==> config.mk <==
export PLATFORM = sky130hd
export DESIGN_NAME = usfl_top
export DESIGN_NICKNAME = d
export VERILOG_FILES = /design/src/hw/usfl_pkg.sv /design/src/hw/usfl_top.sv /design/src/hw/usfl_flag.sv
export SDC_FILE = /design/constraint.sdc
export NUM_CORES = 1
export LEC_CHECK = 0
export BUFFER_PORTS_ARGS = -buffer_cell sky130_fd_sc_hd__buf_2
export CORE_MARGIN = 2
export CORE_UTILIZATION = 49
export DETAILED_ROUTE_END_ITERATION = 12
export GPL_TIMING_DRIVEN = 0
export HOLD_SLACK_MARGIN = 0.02
export PLACE_DENSITY = 0.8
export RECOVER_POWER = 25
export SYNTH_ARGS = -nofsm -noshare
export SYNTH_HDL_FRONTEND = slang
export SYNTH_SLANG_ARGS = --single-unit
==> constraint.sdc <==
create_clock -name aclk -period 2.1 [get_ports aclk]
set_input_delay 0.42 -clock aclk [delete_from_list [all_inputs] [get_ports aclk]]
set_output_delay 0.42 -clock aclk [all_outputs]
set_load 0.005 [all_outputs]
==> src/hw/usfl_pkg.sv <==
// Constants and carrier types shared by the serial status-flag logic.
// Assumes a 32-bit AXI4-Lite register bus and one 250 MHz system clock.
package usfl_pkg;

  // Register byte offsets on the 4-bit local address
  localparam logic [3:0] OFF_STATUS = 4'h0;
  localparam logic [3:0] OFF_RXBUF = 4'h4;
  localparam logic [3:0] OFF_TXBUF = 4'h8;
  localparam logic [3:0] OFF_CTRL = 4'hC;

  // Bit positions in serial_status_register
  localparam int BIT_PARITY = 0;
  localparam int BIT_FRAMING = 1;
  localparam int BIT_OERR = 2;
  localparam int BIT_RBFL = 3;
  localparam int BIT_TBEP = 4;
  localparam int BIT_TEND = 5;

  // Bit positions in the control register
  localparam int BIT_RX_EN = 0;
  localparam int BIT_TX_EN = 1;

  // Values after reset
  localparam logic RST_PARITY = 1'b0;
  localparam logic RST_FRAMING = 1'b0;
  localparam logic RST_OERR = 1'b0;
  localparam logic RST_RBFL = 1'b0;
  localparam logic RST_TBEP = 1'b1;
  localparam logic RST_TEND = 1'b1;
  localparam logic [1:0] RST_CTRL = 2'h0;
  localparam logic [7:0] RST_DATA = 8'h00;

  // AXI response codes
  localparam logic [1:0] RESP_OKAY = 2'h0;
  localparam logic [1:0] RESP_SLVERR = 2'h2;

  // One received frame as reported by the receive shifter
  typedef struct packed {
    logic done;        // One-cycle pulse: all bits of a frame are in
    logic stop_bit;    // Value sampled in the stop bit position
    logic parity_bad;  // Computed parity disagrees with received parity
    logic [7:0] data;  // Extracted data bits
  } usfl_rx_evt_t;

endpackage : usfl_pkg

==> src/hw/usfl_top.sv <==
// Status-flag logic of an asynchronous serial transceiver, with its
// receive and transmit data buffers, behind an AXI4-Lite slave.
// Assumes the shifters run on aclk and report frames as one-cycle pulses.
`timescale 1ns/100ps
module usfl_top #(
  parameter int ADDR_W = 4
) (
  input wire logic aclk,
  input wire logic aresetn,
  // AXI4-Lite slave
  input wire logic s_axi_awvalid,
  output logic s_axi_awready,
  input wire logic [ADDR_W-1:0] s_axi_awaddr,
  input wire logic s_axi_wvalid,
  output logic s_axi_wready,
  input wire logic [31:0] s_axi_wdata,
  input wire logic [3:0] s_axi_wstrb,
  output logic s_axi_bvalid,
  input wire logic s_axi_bready,
  output logic [1:0] s_axi_bresp,
  input wire logic s_axi_arvalid,
  output logic s_axi_arready,
  input wire logic [ADDR_W-1:0] s_axi_araddr,
  output logic s_axi_rvalid,
  input wire logic s_axi_rready,
  output logic [31:0] s_axi_rdata,
  output logic [1:0] s_axi_rresp,
  // Receive shifter side
  input wire usfl_pkg::usfl_rx_evt_t rx_evt,
  output logic rx_enable,
  // Transmit shifter side
  input wire logic tx_busy,
  input wire logic tx_frame_done,
  output logic tx_load,
  output logic [7:0] tx_data,
  // Interrupt request pulses
  output logic rx_interrupt_request,
  output logic tx_interrupt_request
);

  ////////////////////////////////////////////////////////////////////////
  // Declarations

  // Write channel state
  logic awready_r;
  logic aw_hold_r;
  logic [ADDR_W-1:0] awaddr_r;
  logic wready_r;
  logic w_hold_r;
  logic [31:0] wdata_r;
  logic [3:0] wstrb_r;
  logic bvalid_r;
  logic [1:0] bresp_r;
  // Read channel state
  logic arready_r;
  logic ar_hold_r;
  logic [ADDR_W-1:0] araddr_r;
  logic rvalid_r;
  logic [31:0] rdata_r;
  logic [1:0] rresp_r;
  // Bus strobes
  logic wr_fire;      // Both halves of a write are held
  logic rd_fire;      // A read address is held
  logic wr_mapped;    // Write address decodes
  logic rd_mapped;    // Read address decodes
  logic wr_tx;        // Write to tx_data_buffer
  logic wr_ctrl;      // Write to control
  logic rd_status;    // Read of serial_status_register
  logic rd_rxbuf;     // Read of rx_data_buffer
  // Control and buffers
  logic [1:0] ctrl_r;       // Receive and transmit enables
  logic [7:0] rx_data_buffer_r;
  logic [7:0] tx_data_buffer_r;
  // Flag wiring
  logic parity_error_flag;
  logic framing_error_flag;
  logic oerr_flag;
  logic rbfl_flag;
  logic tbep_flag;
  logic tbep_armed;
  logic tend_r;
  // Frame events
  logic rx_live;      // Frame may be taken at all
  logic rx_accept;    // Frame goes into the buffer
  logic rx_overrun;   // Frame arrives while buffer still full
  logic tx_accept;    // Armed write fills the transmit buffer
  logic load_go;      // Buffer moves into the transmit shifter
  // Registered outputs
  logic rx_enable_r;
  logic tx_load_r;
  logic [7:0] tx_data_r;
  logic rx_irq_r;
  logic tx_irq_r;
  logic [31:0] status_word;

  ////////////////////////////////////////////////////////////////////////
  // Write address channel: one write at a time, ready drops once taken
  always_ff @(posedge aclk) begin
    if (!aresetn) begin
      awready_r <= 1'b1;
      aw_hold_r <= 1'b0;
      awaddr_r <= '0;
    end else if (s_axi_awvalid && awready_r) begin
      awready_r <= 1'b0;
      aw_hold_r <= 1'b1;
      awaddr_r <= s_axi_awaddr;
    end else if (bvalid_r && s_axi_bready) begin
      awready_r <= 1'b1;
      aw_hold_r <= 1'b0;
    end
  end

  ////////////////////////////////////////////////////////////////////////
  // Write data channel: taken independently of the address
  always_ff @(posedge aclk) begin
    if (!aresetn) begin
      wready_r <= 1'b1;
      w_hold_r <= 1'b0;
      wdata_r <= 32'h0000_0000;
      wstrb_r <= 4'h0;
    end else if (s_axi_wvalid && wready_r) begin
      wready_r <= 1'b0;
      w_hold_r <= 1'b1;
      wdata_r <= s_axi_wdata;
      wstrb_r <= s_axi_wstrb;
    end else if (bvalid_r && s_axi_bready) begin
      wready_r <= 1'b1;
      w_hold_r <= 1'b0;
    end
  end

  // Write decode; only byte lane 0 carries data
  assign wr_fire = aw_hold_r && w_hold_r && !bvalid_r;
  assign wr_mapped = (awaddr_r == usfl_pkg::OFF_STATUS) || (awaddr_r == usfl_pkg::OFF_RXBUF) ||
                     (awaddr_r == usfl_pkg::OFF_TXBUF) || (awaddr_r == usfl_pkg::OFF_CTRL);
  assign wr_tx = wr_fire && (awaddr_r == usfl_pkg::OFF_TXBUF) && wstrb_r[0];
  assign wr_ctrl = wr_fire && (awaddr_r == usfl_pkg::OFF_CTRL) && wstrb_r[0];

  ////////////////////////////////////////////////////////////////////////
  // Write response: one cycle after both halves are held
  always_ff @(posedge aclk) begin
    if (!aresetn) begin
      bvalid_r <= 1'b0;
      bresp_r <= usfl_pkg::RESP_OKAY;
    end else if (wr_fire) begin
      bvalid_r <= 1'b1;
      // Read-only registers ignore writes silently
      bresp_r <= wr_mapped ? usfl_pkg::RESP_OKAY : usfl_pkg::RESP_SLVERR;
    end else if (bvalid_r && s_axi_bready) begin
      bvalid_r <= 1'b0;
    end
  end

  ////////////////////////////////////////////////////////////////////////
  // Read address channel
  always_ff @(posedge aclk) begin
    if (!aresetn) begin
      arready_r <= 1'b1;
      ar_hold_r <= 1'b0;
      araddr_r <= '0;
    end else if (s_axi_arvalid && arready_r) begin
      arready_r <= 1'b0;
      ar_hold_r <= 1'b1;
      araddr_r <= s_axi_araddr;
    end else if (rd_fire) begin
      ar_hold_r <= 1'b0;
    end else if (rvalid_r && s_axi_rready) begin
      arready_r <= 1'b1;
    end
  end

  // Read decode; side effects happen once, at rd_fire
  assign rd_fire = ar_hold_r && !rvalid_r;
  assign rd_mapped = (araddr_r == usfl_pkg::OFF_STATUS) || (araddr_r == usfl_pkg::OFF_RXBUF) ||
                     (araddr_r == usfl_pkg::OFF_TXBUF) || (araddr_r == usfl_pkg::OFF_CTRL);
  assign rd_status = rd_fire && (araddr_r == usfl_pkg::OFF_STATUS);
  assign rd_rxbuf = rd_fire && (araddr_r == usfl_pkg::OFF_RXBUF);

  // Status word; upper bits read as zero
  always_comb begin
    status_word = 32'h0000_0000;
    status_word[usfl_pkg::BIT_PARITY] = parity_error_flag;
    status_word[usfl_pkg::BIT_FRAMING] = framing_error_flag;
    status_word[usfl_pkg::BIT_OERR] = oerr_flag;
    status_word[usfl_pkg::BIT_RBFL] = rbfl_flag;
    status_word[usfl_pkg::BIT_TBEP] = tbep_flag;
    status_word[usfl_pkg::BIT_TEND] = tend_r;
  end

  ////////////////////////////////////////////////////////////////////////
  // Read data: captured at rd_fire, so the flags shown are those armed
  always_ff @(posedge aclk) begin
    if (!aresetn) begin
      rvalid_r <= 1'b0;
      rdata_r <= 32'h0000_0000;
      rresp_r <= usfl_pkg::RESP_OKAY;
    end else if (rd_fire) begin
      rvalid_r <= 1'b1;
      rresp_r <= rd_mapped ? usfl_pkg::RESP_OKAY : usfl_pkg::RESP_SLVERR;
      case (araddr_r)
        usfl_pkg::OFF_STATUS: begin
          rdata_r <= status_word;
        end
        usfl_pkg::OFF_RXBUF: begin
          rdata_r <= {24'h00_0000, rx_data_buffer_r};
        end
        usfl_pkg::OFF_TXBUF: begin
          rdata_r <= {24'h00_0000, tx_data_buffer_r};
        end
        usfl_pkg::OFF_CTRL: begin
          rdata_r <= {30'h0000_0000, ctrl_r};
        end
        default: begin
          // Unmapped reads return zero with an error
          rdata_r <= 32'h0000_0000;
        end
      endcase
    end else if (rvalid_r && s_axi_rready) begin
      rvalid_r <= 1'b0;
    end
  end

  ////////////////////////////////////////////////////////////////////////
  // Control register: enables steer both frame paths
  always_ff @(posedge aclk) begin
    if (!aresetn) begin
      ctrl_r <= usfl_pkg::RST_CTRL;
    end else if (wr_ctrl) begin
      ctrl_r <= wdata_r[1:0];
    end
  end

  ////////////////////////////////////////////////////////////////////////
  // Receive frame classification
  // Frames are ignored while disabled or while an overrun is pending
  assign rx_live = rx_evt.done && ctrl_r[usfl_pkg::BIT_RX_EN] && !oerr_flag;
  assign rx_accept = rx_live && !rbfl_flag;
  assign rx_overrun = rx_live && rbfl_flag;

  // Receive buffer: an overrun frame never reaches it
  always_ff @(posedge aclk) begin
    if (!aresetn) begin
      rx_data_buffer_r <= usfl_pkg::RST_DATA;
    end else if (rx_accept) begin
      rx_data_buffer_r <= rx_evt.data;
    end
  end

  ////////////////////////////////////////////////////////////////////////
  // Receive flags; each clears only if armed by an earlier status read
  usfl_flag #(.RST_VAL(usfl_pkg::RST_PARITY)) u_parity (
    .aclk(aclk),
    .aresetn(aresetn),
    .set(rx_accept && rx_evt.parity_bad),
    .arm(rd_status),
    .clr(rd_rxbuf),
    .flag(parity_error_flag),
    .armed()
  );

  usfl_flag #(.RST_VAL(usfl_pkg::RST_FRAMING)) u_framing (
    .aclk(aclk),
    .aresetn(aresetn),
    .set(rx_accept && !rx_evt.stop_bit),
    .arm(rd_status),
    .clr(rd_rxbuf),
    .flag(framing_error_flag),
    .armed()
  );

  // A set after the status read is not armed and survives the access
  usfl_flag #(.RST_VAL(usfl_pkg::RST_OERR)) u_oerr (
    .aclk(aclk),
    .aresetn(aresetn),
    .set(rx_overrun),
    .arm(rd_status),
    .clr(rd_rxbuf),
    .flag(oerr_flag),
    .armed()
  );

  usfl_flag #(.RST_VAL(usfl_pkg::RST_RBFL)) u_rbfl (
    .aclk(aclk),
    .aresetn(aresetn),
    .set(rx_accept),
    .arm(rd_status),
    .clr(rd_rxbuf),
    .flag(rbfl_flag),
    .armed()
  );

  ////////////////////////////////////////////////////////////////////////
  // Transmit side
  // Only a write armed by a status read that saw the buffer empty counts
  assign tx_accept = wr_tx && tbep_armed;
  // Buffer moves to the shifter when full, enabled and the shifter idles;
  // tx_load_r blocks a second load before tx_busy rises
  assign load_go = !tbep_flag && ctrl_r[usfl_pkg::BIT_TX_EN] && !tx_busy && !tx_load_r;

  usfl_flag #(.RST_VAL(usfl_pkg::RST_TBEP)) u_tbep (
    .aclk(aclk),
    .aresetn(aresetn),
    .set(load_go),
    .arm(rd_status),
    .clr(wr_tx),
    .flag(tbep_flag),
    .armed(tbep_armed)
  );

  // Transmit buffer holds the byte until the shifter takes it
  always_ff @(posedge aclk) begin
    if (!aresetn) begin
      tx_data_buffer_r <= usfl_pkg::RST_DATA;
    end else if (tx_accept) begin
      tx_data_buffer_r <= wdata_r[7:0];
    end
  end

  ////////////////////////////////////////////////////////////////////////
  // Transmit end: set when a frame ends with nothing queued
  always_ff @(posedge aclk) begin
    if (!aresetn) begin
      tend_r <= usfl_pkg::RST_TEND;
    end else if (tx_frame_done && tbep_flag) begin
      tend_r <= 1'b1;
    end else if (load_go) begin
      tend_r <= 1'b0;
    end
  end

  ////////////////////////////////////////////////////////////////////////
  // Shifter load strobe and data
  always_ff @(posedge aclk) begin
    if (!aresetn) begin
      tx_load_r <= 1'b0;
      tx_data_r <= usfl_pkg::RST_DATA;
    end else begin
      tx_load_r <= load_go;
      if (load_go) begin
        tx_data_r <= tx_data_buffer_r;
      end
    end
  end

  ////////////////////////////////////////////////////////////////////////
  // Interrupt request pulses and receive enable
  // rx_enable lags the flag by one cycle; internal gating does not
  always_ff @(posedge aclk) begin
    if (!aresetn) begin
      rx_irq_r <= 1'b0;
      tx_irq_r <= 1'b0;
      rx_enable_r <= 1'b0;
    end else begin
      rx_irq_r <= rx_accept;
      tx_irq_r <= load_go;
      rx_enable_r <= ctrl_r[usfl_pkg::BIT_RX_EN] && !oerr_flag;
    end
  end

  ////////////////////////////////////////////////////////////////////////
  // Output drive, all from flip-flops
  assign s_axi_awready = awready_r;
  assign s_axi_wready = wready_r;
  assign s_axi_bvalid = bvalid_r;
  assign s_axi_bresp = bresp_r;
  assign s_axi_arready = arready_r;
  assign s_axi_rvalid = rvalid_r;
  assign s_axi_rdata = rdata_r;
  assign s_axi_rresp = rresp_r;
  assign rx_enable = rx_enable_r;
  assign tx_load = tx_load_r;
  assign tx_data = tx_data_r;
  assign rx_interrupt_request = rx_irq_r;
  assign tx_interrupt_request = tx_irq_r;

endmodule : usfl_top

==> src/hw/usfl_flag.sv <==
// One status flag with the two-step read-then-access clearing sequence.
// Assumes set, arm and clr are one-cycle strobes on aclk.
`timescale 1ns/100ps
module usfl_flag #(
  parameter logic RST_VAL = 1'b0
) (
  input wire logic aclk,
  input wire logic aresetn,
  input wire logic set,    // Hardware event
  input wire logic arm,    // Status register read
  input wire logic clr,    // Buffer access
  output logic flag,
  output logic armed
);

  logic flag_r;   // Visible flag
  logic armed_r;  // Flag was seen set by a status read

  ////////////////////////////////////////////////////////////////////////
  // Flag: a set in the same cycle as a clear wins, so no event is lost
  always_ff @(posedge aclk) begin
    if (!aresetn) begin
      flag_r <= RST_VAL;
    end else if (set) begin
      flag_r <= 1'b1;
    end else if (clr && armed_r) begin
      flag_r <= 1'b0;
    end
  end

  ////////////////////////////////////////////////////////////////////////
  // Arm: captures the flag as software saw it; a later set is not armed
  always_ff @(posedge aclk) begin
    if (!aresetn) begin
      armed_r <= 1'b0;
    end else if (arm) begin
      armed_r <= flag_r;
    end else if (clr) begin
      armed_r <= 1'b0;
    end
  end

  assign flag = flag_r;
  assign armed = armed_r;

endmodule : usfl_flag

### Word level (Yosys, flattened, before mapping)

Cells that the tools add are included.

| storage, ports and cells | value |
|---|---|
| bits in registers | 101 |
| input bits | 64 |
| output and inout bits | 53 |
| logic and storage cells | 134 |

| cells by class | value |
|---|---|
| equal/unequal tests | 7 |
| mux-type cells | 32 |
| bitwise gates (word level) | 1 |
| reductions and logical operators | 61 |

Operators with widths:

| operator | number |
|---|---|
| $pmux W8 S4 | 1 |
| $logic_and A1 B1 Y1 | 30 |
| $mux W1 | 29 |
| $reduce_bool A2 Y1 | 12 |
| $eq A4 B4 Y1 const B | 4 |
| $eq A4 B3 Y1 const B | 2 |
| $logic_not A1 Y1 | 8 |
| $logic_not A4 Y1 | 2 |
| $logic_or A1 B1 Y1 | 6 |
| $mux W2 | 2 |
| $reduce_or A2 Y1 | 2 |
| $ne A2 B1 Y1 const B | 1 |
| $reduce_and A2 Y1 | 1 |
| $not A1 Y1 | 1 |

### Depth between registers and ports, before layout

Gate-level depths: netlist (run 1).

| logic depth | value |
|---|---|
| depth after elaboration | 6 |
| gate-level depth with buffers | 5 |
| gate-level depth less buffers | 3 |

### Modules after synthesis

Synthesis (run 1) repeated with hierarchy kept, for this count alone.

| unflattened totals | value |
|---|---|
| cell total of the unflattened synthesis | 352 |
| area total of the unflattened synthesis | 3091.7 um^2 |

Modules (own cells, without submodules):

| module | instances | cells an instance | area each (um^2) | seq. area each (um^2) |
|---|---|---|---|---|
| usfl_top | 1 | 316 | 2712.6 | 1301.2 |
| usfl_flag at u_framing ... | 4 | 7 | 76.3 | 40.0 |
| usfl_flag at u_tbep | 1 | 8 | 73.8 | 40.0 |

### Worst setup path after synthesis (run 1)

No wires, ideal clock.

| timing path | value |
|---|---|
| kind | register -> register |
| start | register rvalid_r (netlist: s_axi_rvalid) |
| end | register u_framing.armed_r (netlist: u_framing.armed) |
| setup time | 0.070 ns |
| arrival | 1.545 ns |
| data required time | 2.030 ns |
| setup slack | 0.485 ns |
| stages on the path, launching flop included | 5 |
| path buffers | 1 |
| period minus slack after synthesis | 1.615 ns |
| cells stage by stage | dfxtp_1 -> or4b_1 -> clkbuf_2 -> or4b_1 -> a21oi_1 |

| between the ends | value |
|---|---|
| word-level cells in the longest chain between the ends | 4 |
| elaborated cells on any way between the ends | 6 |
| those cells by class | 1 x mux; 5 x reduce/logical |

RTL lines:

| what | RTL line | RTL |
|---|---|---|
| start, declared | usfl_top.sv:58 | `logic rvalid_r;` |
| start signal, assigned | usfl_top.sv:194 | `rvalid_r <= 1'b0;` |
| start signal, assigned | usfl_top.sv:198 | `rvalid_r <= 1'b1;` |
| start signal, assigned | usfl_top.sv:219 | `rvalid_r <= 1'b0;` |
| $logic_not A1 Y1 (*) | usfl_top.sv:173 | `assign rd_fire = ar_hold_r && !rvalid_r;` |
| $logic_and A1 B1 Y1 (*) | usfl_top.sv:173 |  |
| $logic_and A1 B1 Y1 (on tied branches) | usfl_top.sv:176, usfl_top.sv:177 |  |
| $mux W1 / $reduce_bool A2 Y1 (equally long branches) | n/a |  |
| end signal, assigned | usfl_flag.sv:37 | `armed_r <= flag_r;` |
| end, declared | usfl_flag.sv:17 | `logic armed_r;` |

Every way passes the cells marked *; elsewhere a longest branch is shown, timed or not.
A chain may end at the register's enable or synchronous reset.

### Worst setup path in the final report (run 1)

| timing path | value |
|---|---|
| start | register araddr_r[3] |
| end | register rdata_r[4] (netlist: s_axi_rdata[4]) |

| between the ends | value |
|---|---|
| word-level cells in the longest chain between the ends | 2 |
| elaborated cells on any way between the ends | 5 |
| those cells by class | 3 x eq/ne; 1 x mux; 1 x reduce/logical |

RTL lines:

| what | RTL line | RTL |
|---|---|---|
| start, declared | usfl_top.sv:57 | `logic [ADDR_W-1:0] araddr_r;` |
| start signal, assigned | usfl_top.sv:164 | `araddr_r <= s_axi_araddr;` |
| $eq A4 B4 Y1 (tied with other cells) | usfl_top.sv:200 | `case (araddr_r)` |
| $pmux W8 S4 (*) | usfl_top.sv:200 |  |
| end signal, assigned | usfl_top.sv:202 | `rdata_r <= status_word;` |
| end signal, assigned | usfl_top.sv:205 | `rdata_r <= {24'h00_0000, rx_data_buffer_r};` |
| end signal, assigned | usfl_top.sv:208 | `rdata_r <= {24'h00_0000, tx_data_buffer_r};` |
| end, declared | usfl_top.sv:59 | `logic [31:0] rdata_r;` |

Marked as above.

==> out/qor.csv, run 1 <==
metric,value,unit
"Reg clk slew, reported paths",0.08,ns
initial antenna violation count,0,
Syn Std Cell Area,3110,µm²
Synth Area in XOR/XNOR,0,%
GRT Util Overall,20.7,%
fillers,566,
Worst Skew,0.0101,ns
DR WL met2,3340,µm
drt total wl,7090,µm
"Top cell by count, worst path",clkbuf_1,
YS warnings,0,
hpwl dp,5220,µm
multi-input logic area,1400,µm²
die width,83.6,µm
Worst-Margin Slew,0.626,ns
CTS Hold Buffers Added,0,
CTS Root Cell,clkbuf_8,
clock latency on the worst-skew pair,0.35,ns
Reg power frac,49.5,%
Initial Util,49.8,%
Hold Crit Endpoint,s_axi_rvalid$_SDFFE_PN0P_,
global-route wire length before repair,11600,µm
top-area cell type share of the netlist area,48.3,%
register-to-register setup slack,0.20,ns
Post-Synth Simple-Gate Area,21.9,%
Detail Route Antenna Nets,0,
"Slowest-stage cell, CP",clkbuf_1,
P_leak,1.58,nW
pin count of the biggest net entering global routing,13,
Placed Area,3610,µm²
HP Class,input pin to flip-flop,
"top cells by area, synth","dfxtp_1 (48%), nand2_1 (11%), a21oi_1 (7.4%), buf_4 (6.5%), mux2i_1 (4.5%)",
"Avg Cell Area, Syn",8.63,µm²
TritonCTS clock tree,built,
I/O Buffers,62,
complex-gate fraction of the synthesized area,14.0,%
unique cell type count in the Yosys netlist,43,
"IR drop worst, VDD",0.497,mV
final setup TNS,0,ns
Post-synth EDFFs,0,
Worst Hold Launch,s_axi_rready,
critical path cell sequence,clkbuf_1 -> clkbuf_1 -> clkbuf_1 -> o22ai_1 -> a22o_1,
combinational share of power,8.2,%
RR Startpoint,araddr_r[3]$_SDFFE_PN0P_,
non-filler instance count after layout,539,
Reg2Reg Capture Point,s_axi_rdata[4]$_SDFFE_PN0N_,
largest family of logic cells by synthesized area,simple AND/OR/NAND/NOR gates,
Sequential Area,1500,µm²
total chip power,3.01,mW
Critical Path Start Type,flip-flop,
Vias/cell,5.07,
CP Max Fanout,10,
sw power,676,µW
Residual DRC,0,
maxcap violations,0,
# diodes,0,
# rows,29,
relative slew slack,58.2,%
crit path time final,1.90,ns
placed insts,524,
Yosys reg bits,75,
post-route cell area,3840,µm²
I/O Pins,117,
via count,2733,
adder-cell share of the synthesized area,0,%
number of global-route vias before repair,2570,
Clock Power Share,42.4,%
most common flop cell mapped by yosys,dfxtp_1,
WHS,0.254,ns
chip height,83.6,µm
final hold vios,0,
"Req. time, crit path",2.34,ns
Slowest Stage Delay on Critical Path,0.40,ns
sequential area share after synthesis,48.3,%
status,completed,
share of layout cells above drive strength 1,22.7,%
CTS Sinks,75,
Power Internal,2.34,mW
fmax,525,MHz
met3 wire length,488,µm
Final Setup Violations,0,
DR iter-0 viols,228,
Setup CP Type,flip-flop to flip-flop,
Power Density,785,nW/µm²
DIE AREA,7000,µm²
wl on met1,3120,µm
top sig layer,met4,
nets@finish,522,
total setup buffers inserted after CTS,0,
Yosys top cell by area,dfxtp_1,
fin crit share,90.7,%
Hold Path Depth,2,
RePlAce Congestion,0.856,
drt pass-1 iters,4,
CTS Buf Count,9,
Core Region,6240,µm²
switching share of power,22.4,%
WP buf/inv,3,
P&R area growth vs syn,23.4,%
GR Overflow Total,0,
RSZ-0062 raised after global routing,false,
Longest Clk Path Bufs,2,
H-tree Lvls,3,
mux cell area share after synthesis,5.96,%
Top delay family on crit path,buffers and inverters,
drt wl/cell,13.1,µm
WP data arrival,2.15,ns
Post-synth ARST share,0,%
Worst Setup End Kind,flip-flop,
worst reg-to-reg path cell count,5,
Max Slew Vio Count,0,
Synth Instances,360,
post_cts resized,0,
placed cells by master (no fill, tap or decap), types with 2 or more instances in the layout:
cell and n:
a21o_1 2, a21oi_1 46, a22o_1 6, a31oi_1 2, and2_1 2, buf_2 58
buf_4 27, bufinv_16 2, clkbuf_1 23, clkbuf_8 12, conb_1 26, dfxtp_1 75
inv_1 4, mux2i_1 14, mux4_2 2, nand2_1 93, nand2b_1 4, nand3_1 8
nand3b_1 5, nand4bb_1 2, nor2_1 5, nor2b_1 2, nor3_1 4, nor3b_1 2
o21ai_0 8, o22ai_1 2, o2bb2ai_1 2, o31ai_1 3, or4b_1 5
power groups by stage:
| stage | clock network (mW) | registers (mW) | logic [mW] |
|---|---|---|---|
| after floorplan | 0 | 1.52 | 0.161 |
| after CTS | 1.29 | 1.49 | 0.246 |
| after detailed placement | 0 | 1.52 | 0.245 |
| after global placement | 0 | 1.52 | 0.238 |
| after global routing | 1.36 | 1.49 | 0.276 |
| final | 1.28 | 1.49 | 0.247 |
registers in the layout, indices dropped and copies added, names as in the netlist, 2 cells and up:
register,count
ctrl_r,2
s_axi_rdata,8
tx_data_buffer_r,8
tx_data,8
wdata_r,8
rx_data_buffer_r,8
awaddr_r,4
araddr_r,4
per-layer routing:
layer,track usage (%),vias to the layer above
met5,0,-
met4,9.24,0
met3,5.34,12
met2,34.0,96
met1,25.5,1245
li1,-,1380
cell usage after synthesis (all sizes together), types with 5 or more instances:
cell / number
nand3: 8
mux2i: 14
buf: 29
nor2: 5
a21oi: 46
nand3b: 5
or4b: 6
a22o: 6
o21ai: 8
clkbuf: 19
dfxtp: 75
nand2: 93
through the flow:
stage               setup WS, ns  util [%]
floorplan                  0.485         -
global placement           0.299      57.8
detailed placement         0.229      57.8
CTS                        0.211      61.6
global route              0.0416      61.5
finish                     0.196      61.5
layout make-up:
class	instances	share of cell area, %
Buffer	48	7.40
Clock buffer	12	4.31
Timing Repair Buffer	62	7.93
Tap cell	77	2.51
Clock inverter	3	1.79
Sequential cell	75	39.1
Multi-Input combinational cell	258	36.5
Inverter	4	0.391
worst max-delay path by stage:
stage / start / end / cells after the start
2_1_floorplan: s_axi_rvalid$_SDFFE_PN0P_ / u_framing.armed$_SDFFE_PN0P_ / 4
3_3_place_gp: araddr_r[3]$_SDFFE_PN0P_ / s_axi_rdata[4]$_SDFFE_PN0N_ / 5
3_5_place_dp: araddr_r[3]$_SDFFE_PN0P_ / s_axi_rdata[4]$_SDFFE_PN0N_ / 5
4_1_cts: araddr_r[3]$_SDFFE_PN0P_ / s_axi_rdata[4]$_SDFFE_PN0N_ / 5
5_1_grt: araddr_r[3]$_SDFFE_PN0P_ / u_oerr.armed$_SDFFE_PN0P_ / 5
6_report: araddr_r[3]$_SDFFE_PN0P_ / s_axi_rdata[4]$_SDFFE_PN0N_ / 5
kinds of logic (layout without fill, tap and decap cells):
kind of cell           Yosys count  in the layout
buffers and inverters           52            129
multiplexers                    16             16
AO/OA/AOI/OAI                   75             75
AND/OR/NAND/NOR                141            141
other                            1             26
flip-flops                      75             75
worst reg2reg max path: stages, from the launching register on:
cell and delay (ns):
dfxtp_1 0.31, clkbuf_1 0.33, clkbuf_1 0.39, clkbuf_1 0.40
o22ai_1 0.16, a22o_1 0.20
No activity file was read; power rests on OpenSTA's default activity.
==> run 2: changes to the inputs <==
--- a/config.mk
+++ b/config.mk
@@ -15,4 +15,5 @@
 export RECOVER_POWER = 25
 export SYNTH_ARGS = -nofsm -noshare
 export SYNTH_HDL_FRONTEND = slang
+export SYNTH_HIERARCHICAL = 1
 export SYNTH_SLANG_ARGS = --single-unit
==> out/qor.csv, run 2 <==
metric,value,unit
# diodes,0,
P&R area growth vs syn,23.6,%
"commonest non-fill, non-tap cell in the layout",nand2_1,
"IR drop worst, VDD",0.448,mV
Placed Area,3590,µm²
Syn Std Cell Area,3090,µm²
"Req. time, crit path",2.33,ns
RSZ-0062 raised after global routing,false,
top-area cell type share of the netlist area,48.6,%
CTS Buf Count,9,
most frequent cells after synthesis,"nand2_1 (89), dfxtp_1 (75), a21oi_1 (42)",
Post-synth EDFFs,0,
CP Max Fanout,10,
CTS Sinks,75,
DR WL met2,3270,µm
switching share of power,22.1,%
Worst Skew,0.00709,ns
Power Density,788,nW/µm²
final setup TNS,0,ns
pin count of the biggest net entering global routing,15,
Detail Route Antenna Nets,0,
register-to-register setup slack,0.19,ns
non-filler instance count after layout,530,
relative slew slack,63.2,%
"top cells by area, synth","dfxtp_1 (49%), nand2_1 (11%), a21oi_1 (6.8%), buf_4 (6.6%), mux2i_1 (4.5%)",
worst reg-to-reg path cell count,4,
TritonCTS clock tree,built,
Yosys reg bits,75,
WP data arrival,2.14,ns
# rows,28,
Initial Util,51.3,%
Clock Power Share,42.7,%
YS warnings,6,
fin crit share,90.8,%
global-route wire length before repair,11500,µm
initial antenna violation count,0,
chip height,83.4,µm
I/O Pins,117,
"Avg Cell Area, Syn",8.78,µm²
I/O Buffers,63,
drt wl/cell,12.8,µm
most frequent cells in the layout,"nand2_1 (89), dfxtp_1 (75), buf_2 (55)",
maxcap violations,0,
drt total wl,6800,µm
drt pass-1 iters,4,
Post-synth ARST share,0,%
RR Startpoint,s_axi_rvalid$_SDFFE_PN0P_,
top sig layer,met4,
Vias/cell,4.89,
unique cell type count in the Yosys netlist,36,
Residual DRC,0,
"Reg clk slew, reported paths",0.07,ns
fillers,532,
die width,83.4,µm
wl on met1,3080,µm
Final Setup Violations,0,
nets@finish,515,
Reg power frac,49.5,%
number of global-route vias before repair,2439,
Layout Utilization,63.4,%
fmax,524,MHz
post-route cell area,3820,µm²
met3 wire length,363,µm
placed insts,515,
sequential area share after synthesis,48.6,%
total chip power,3.01,mW
Max Slew Vio Count,0,
Setup CP Type,flip-flop to flip-flop,
most common flop cell mapped by yosys,dfxtp_1,
Reg2Reg Capture Point,u_rbfl/armed$_SDFFE_PN0P_,
top-count cell post-synth,nand2_1,
final hold vios,0,
Hold Crit Endpoint,s_axi_rvalid$_SDFFE_PN0P_,
GRT Util Overall,20.6,%
Critical Path Start Type,flip-flop,
HP Class,input pin to flip-flop,
CTS Root Cell,clkbuf_8,
status,completed,
clock latency on the worst-skew pair,0.34,ns
share of layout cells above drive strength 1,22.9,%
DR iter-0 viols,198,
crit path time final,1.91,ns
P_leak,1.70,nW
Worst-Margin Slew,0.551,ns
Power Internal,2.35,mW
hpwl dp,4980,µm
Core Region,6030,µm²
Hold Path Depth,2,
H-tree Lvls,3,
Synth Instances,352,
CTS Hold Buffers Added,0,
Yosys top cell by area,dfxtp_1,
sw power,666,µW
Worst Hold Launch,s_axi_rready,
Worst Setup End Kind,flip-flop,
Longest Clk Path Bufs,2,
combinational share of power,7.9,%
RePlAce Congestion,0.837,
GR Overflow Total,0,
via count,2591,
DIE AREA,6960,µm²
run 2: changes by cell type after synthesis, sizes merged, moves of 4 or more:
cell,before,now
nor3,4,0
and4bb,0,5
or4b,6,1
nor2,5,9
nand3b,5,0
a31o,0,4
inv,4,8
a21oi,46,42
and3b,0,5
clkbuf,19,12
nand2,93,89
run 2: per-layer routing:
layer	vias up	GRT usage [%]
met5	-	0
met4	0	8.06
met3	9	5.37
met2	71	34.2
met1	1176	25.7
li1	1335	-
run 2: worst max-delay path, cell delays in order (launching register included):
cell,delay [ns]
dfxtp_1,0.37
nor4b_2,0.51
nor3b_4,0.48
and4bb_1,0.27
a31o_1,0.18
run 2: kinds of logic after synthesis:
kind of cell,Yosys count,synth area share [%]
simple gates,132,20.8
other cells,1,0.121
compound gates,74,14.3
flops,75,48.6
buf+inv,54,10.2
mux,16,5.99
run 2: timing repair:
action | in CTS | in global routing
resized for setup | 1 | 1
cloned | 0 | 0
endpoints found under the setup margin | 5 | 4
setup buffers | 0 | 0
run 2: worst max path at each step:
stage                     slack (ns)  cells after the start                           end                      start
after detailed placement       -0.20                      4     u_rbfl/armed$_SDFFE_PN0P_  s_axi_rvalid$_SDFFE_PN0P_
final                           0.19                      4     u_rbfl/armed$_SDFFE_PN0P_  s_axi_rvalid$_SDFFE_PN0P_
after floorplan                 0.27                      4  u_framing/armed$_SDFFE_PN0P_  s_axi_rvalid$_SDFFE_PN0P_
after CTS                       0.12                      4     u_rbfl/armed$_SDFFE_PN0P_  s_axi_rvalid$_SDFFE_PN0P_
after global placement         -0.16                      4   u_parity/armed$_SDFFE_PN0P_  s_axi_rvalid$_SDFFE_PN0P_
after global routing            0.02                      4     u_rbfl/armed$_SDFFE_PN0P_  s_axi_rvalid$_SDFFE_PN0P_
run 2: per-stage QoR:
stage,hold slack (ns),setup slack (ns)
2_1_floorplan,0.406,0.266
3_3_place_gp,0.413,-0.161
3_5_place_dp,0.425,-0.201
4_1_cts,0.251,0.119
5_1_grt,0.249,0.0151
6_report,0.260,0.192
run 2: power by group through the flow:
stage	combinational, mW	clock [mW]	sequential, mW
after floorplan	0.151	0	1.52
after global placement	0.229	0	1.52
after detailed placement	0.233	0	1.52
after CTS	0.235	1.30	1.49
after global routing	0.267	1.36	1.50
final	0.237	1.29	1.49
run 2: cell type report:
type                       instances  area [µm²]  area share (%)
tap                               75        93.8            2.46
sequential                        75        1500            39.3
clock inverter                     6         105            2.75
multi-input combinational        248        1380            36.1
clock buffer                       9         124            3.24
timing repair buffer              63         302            7.89
inverter                          11        41.3            1.08
buffer                            43         274            7.17
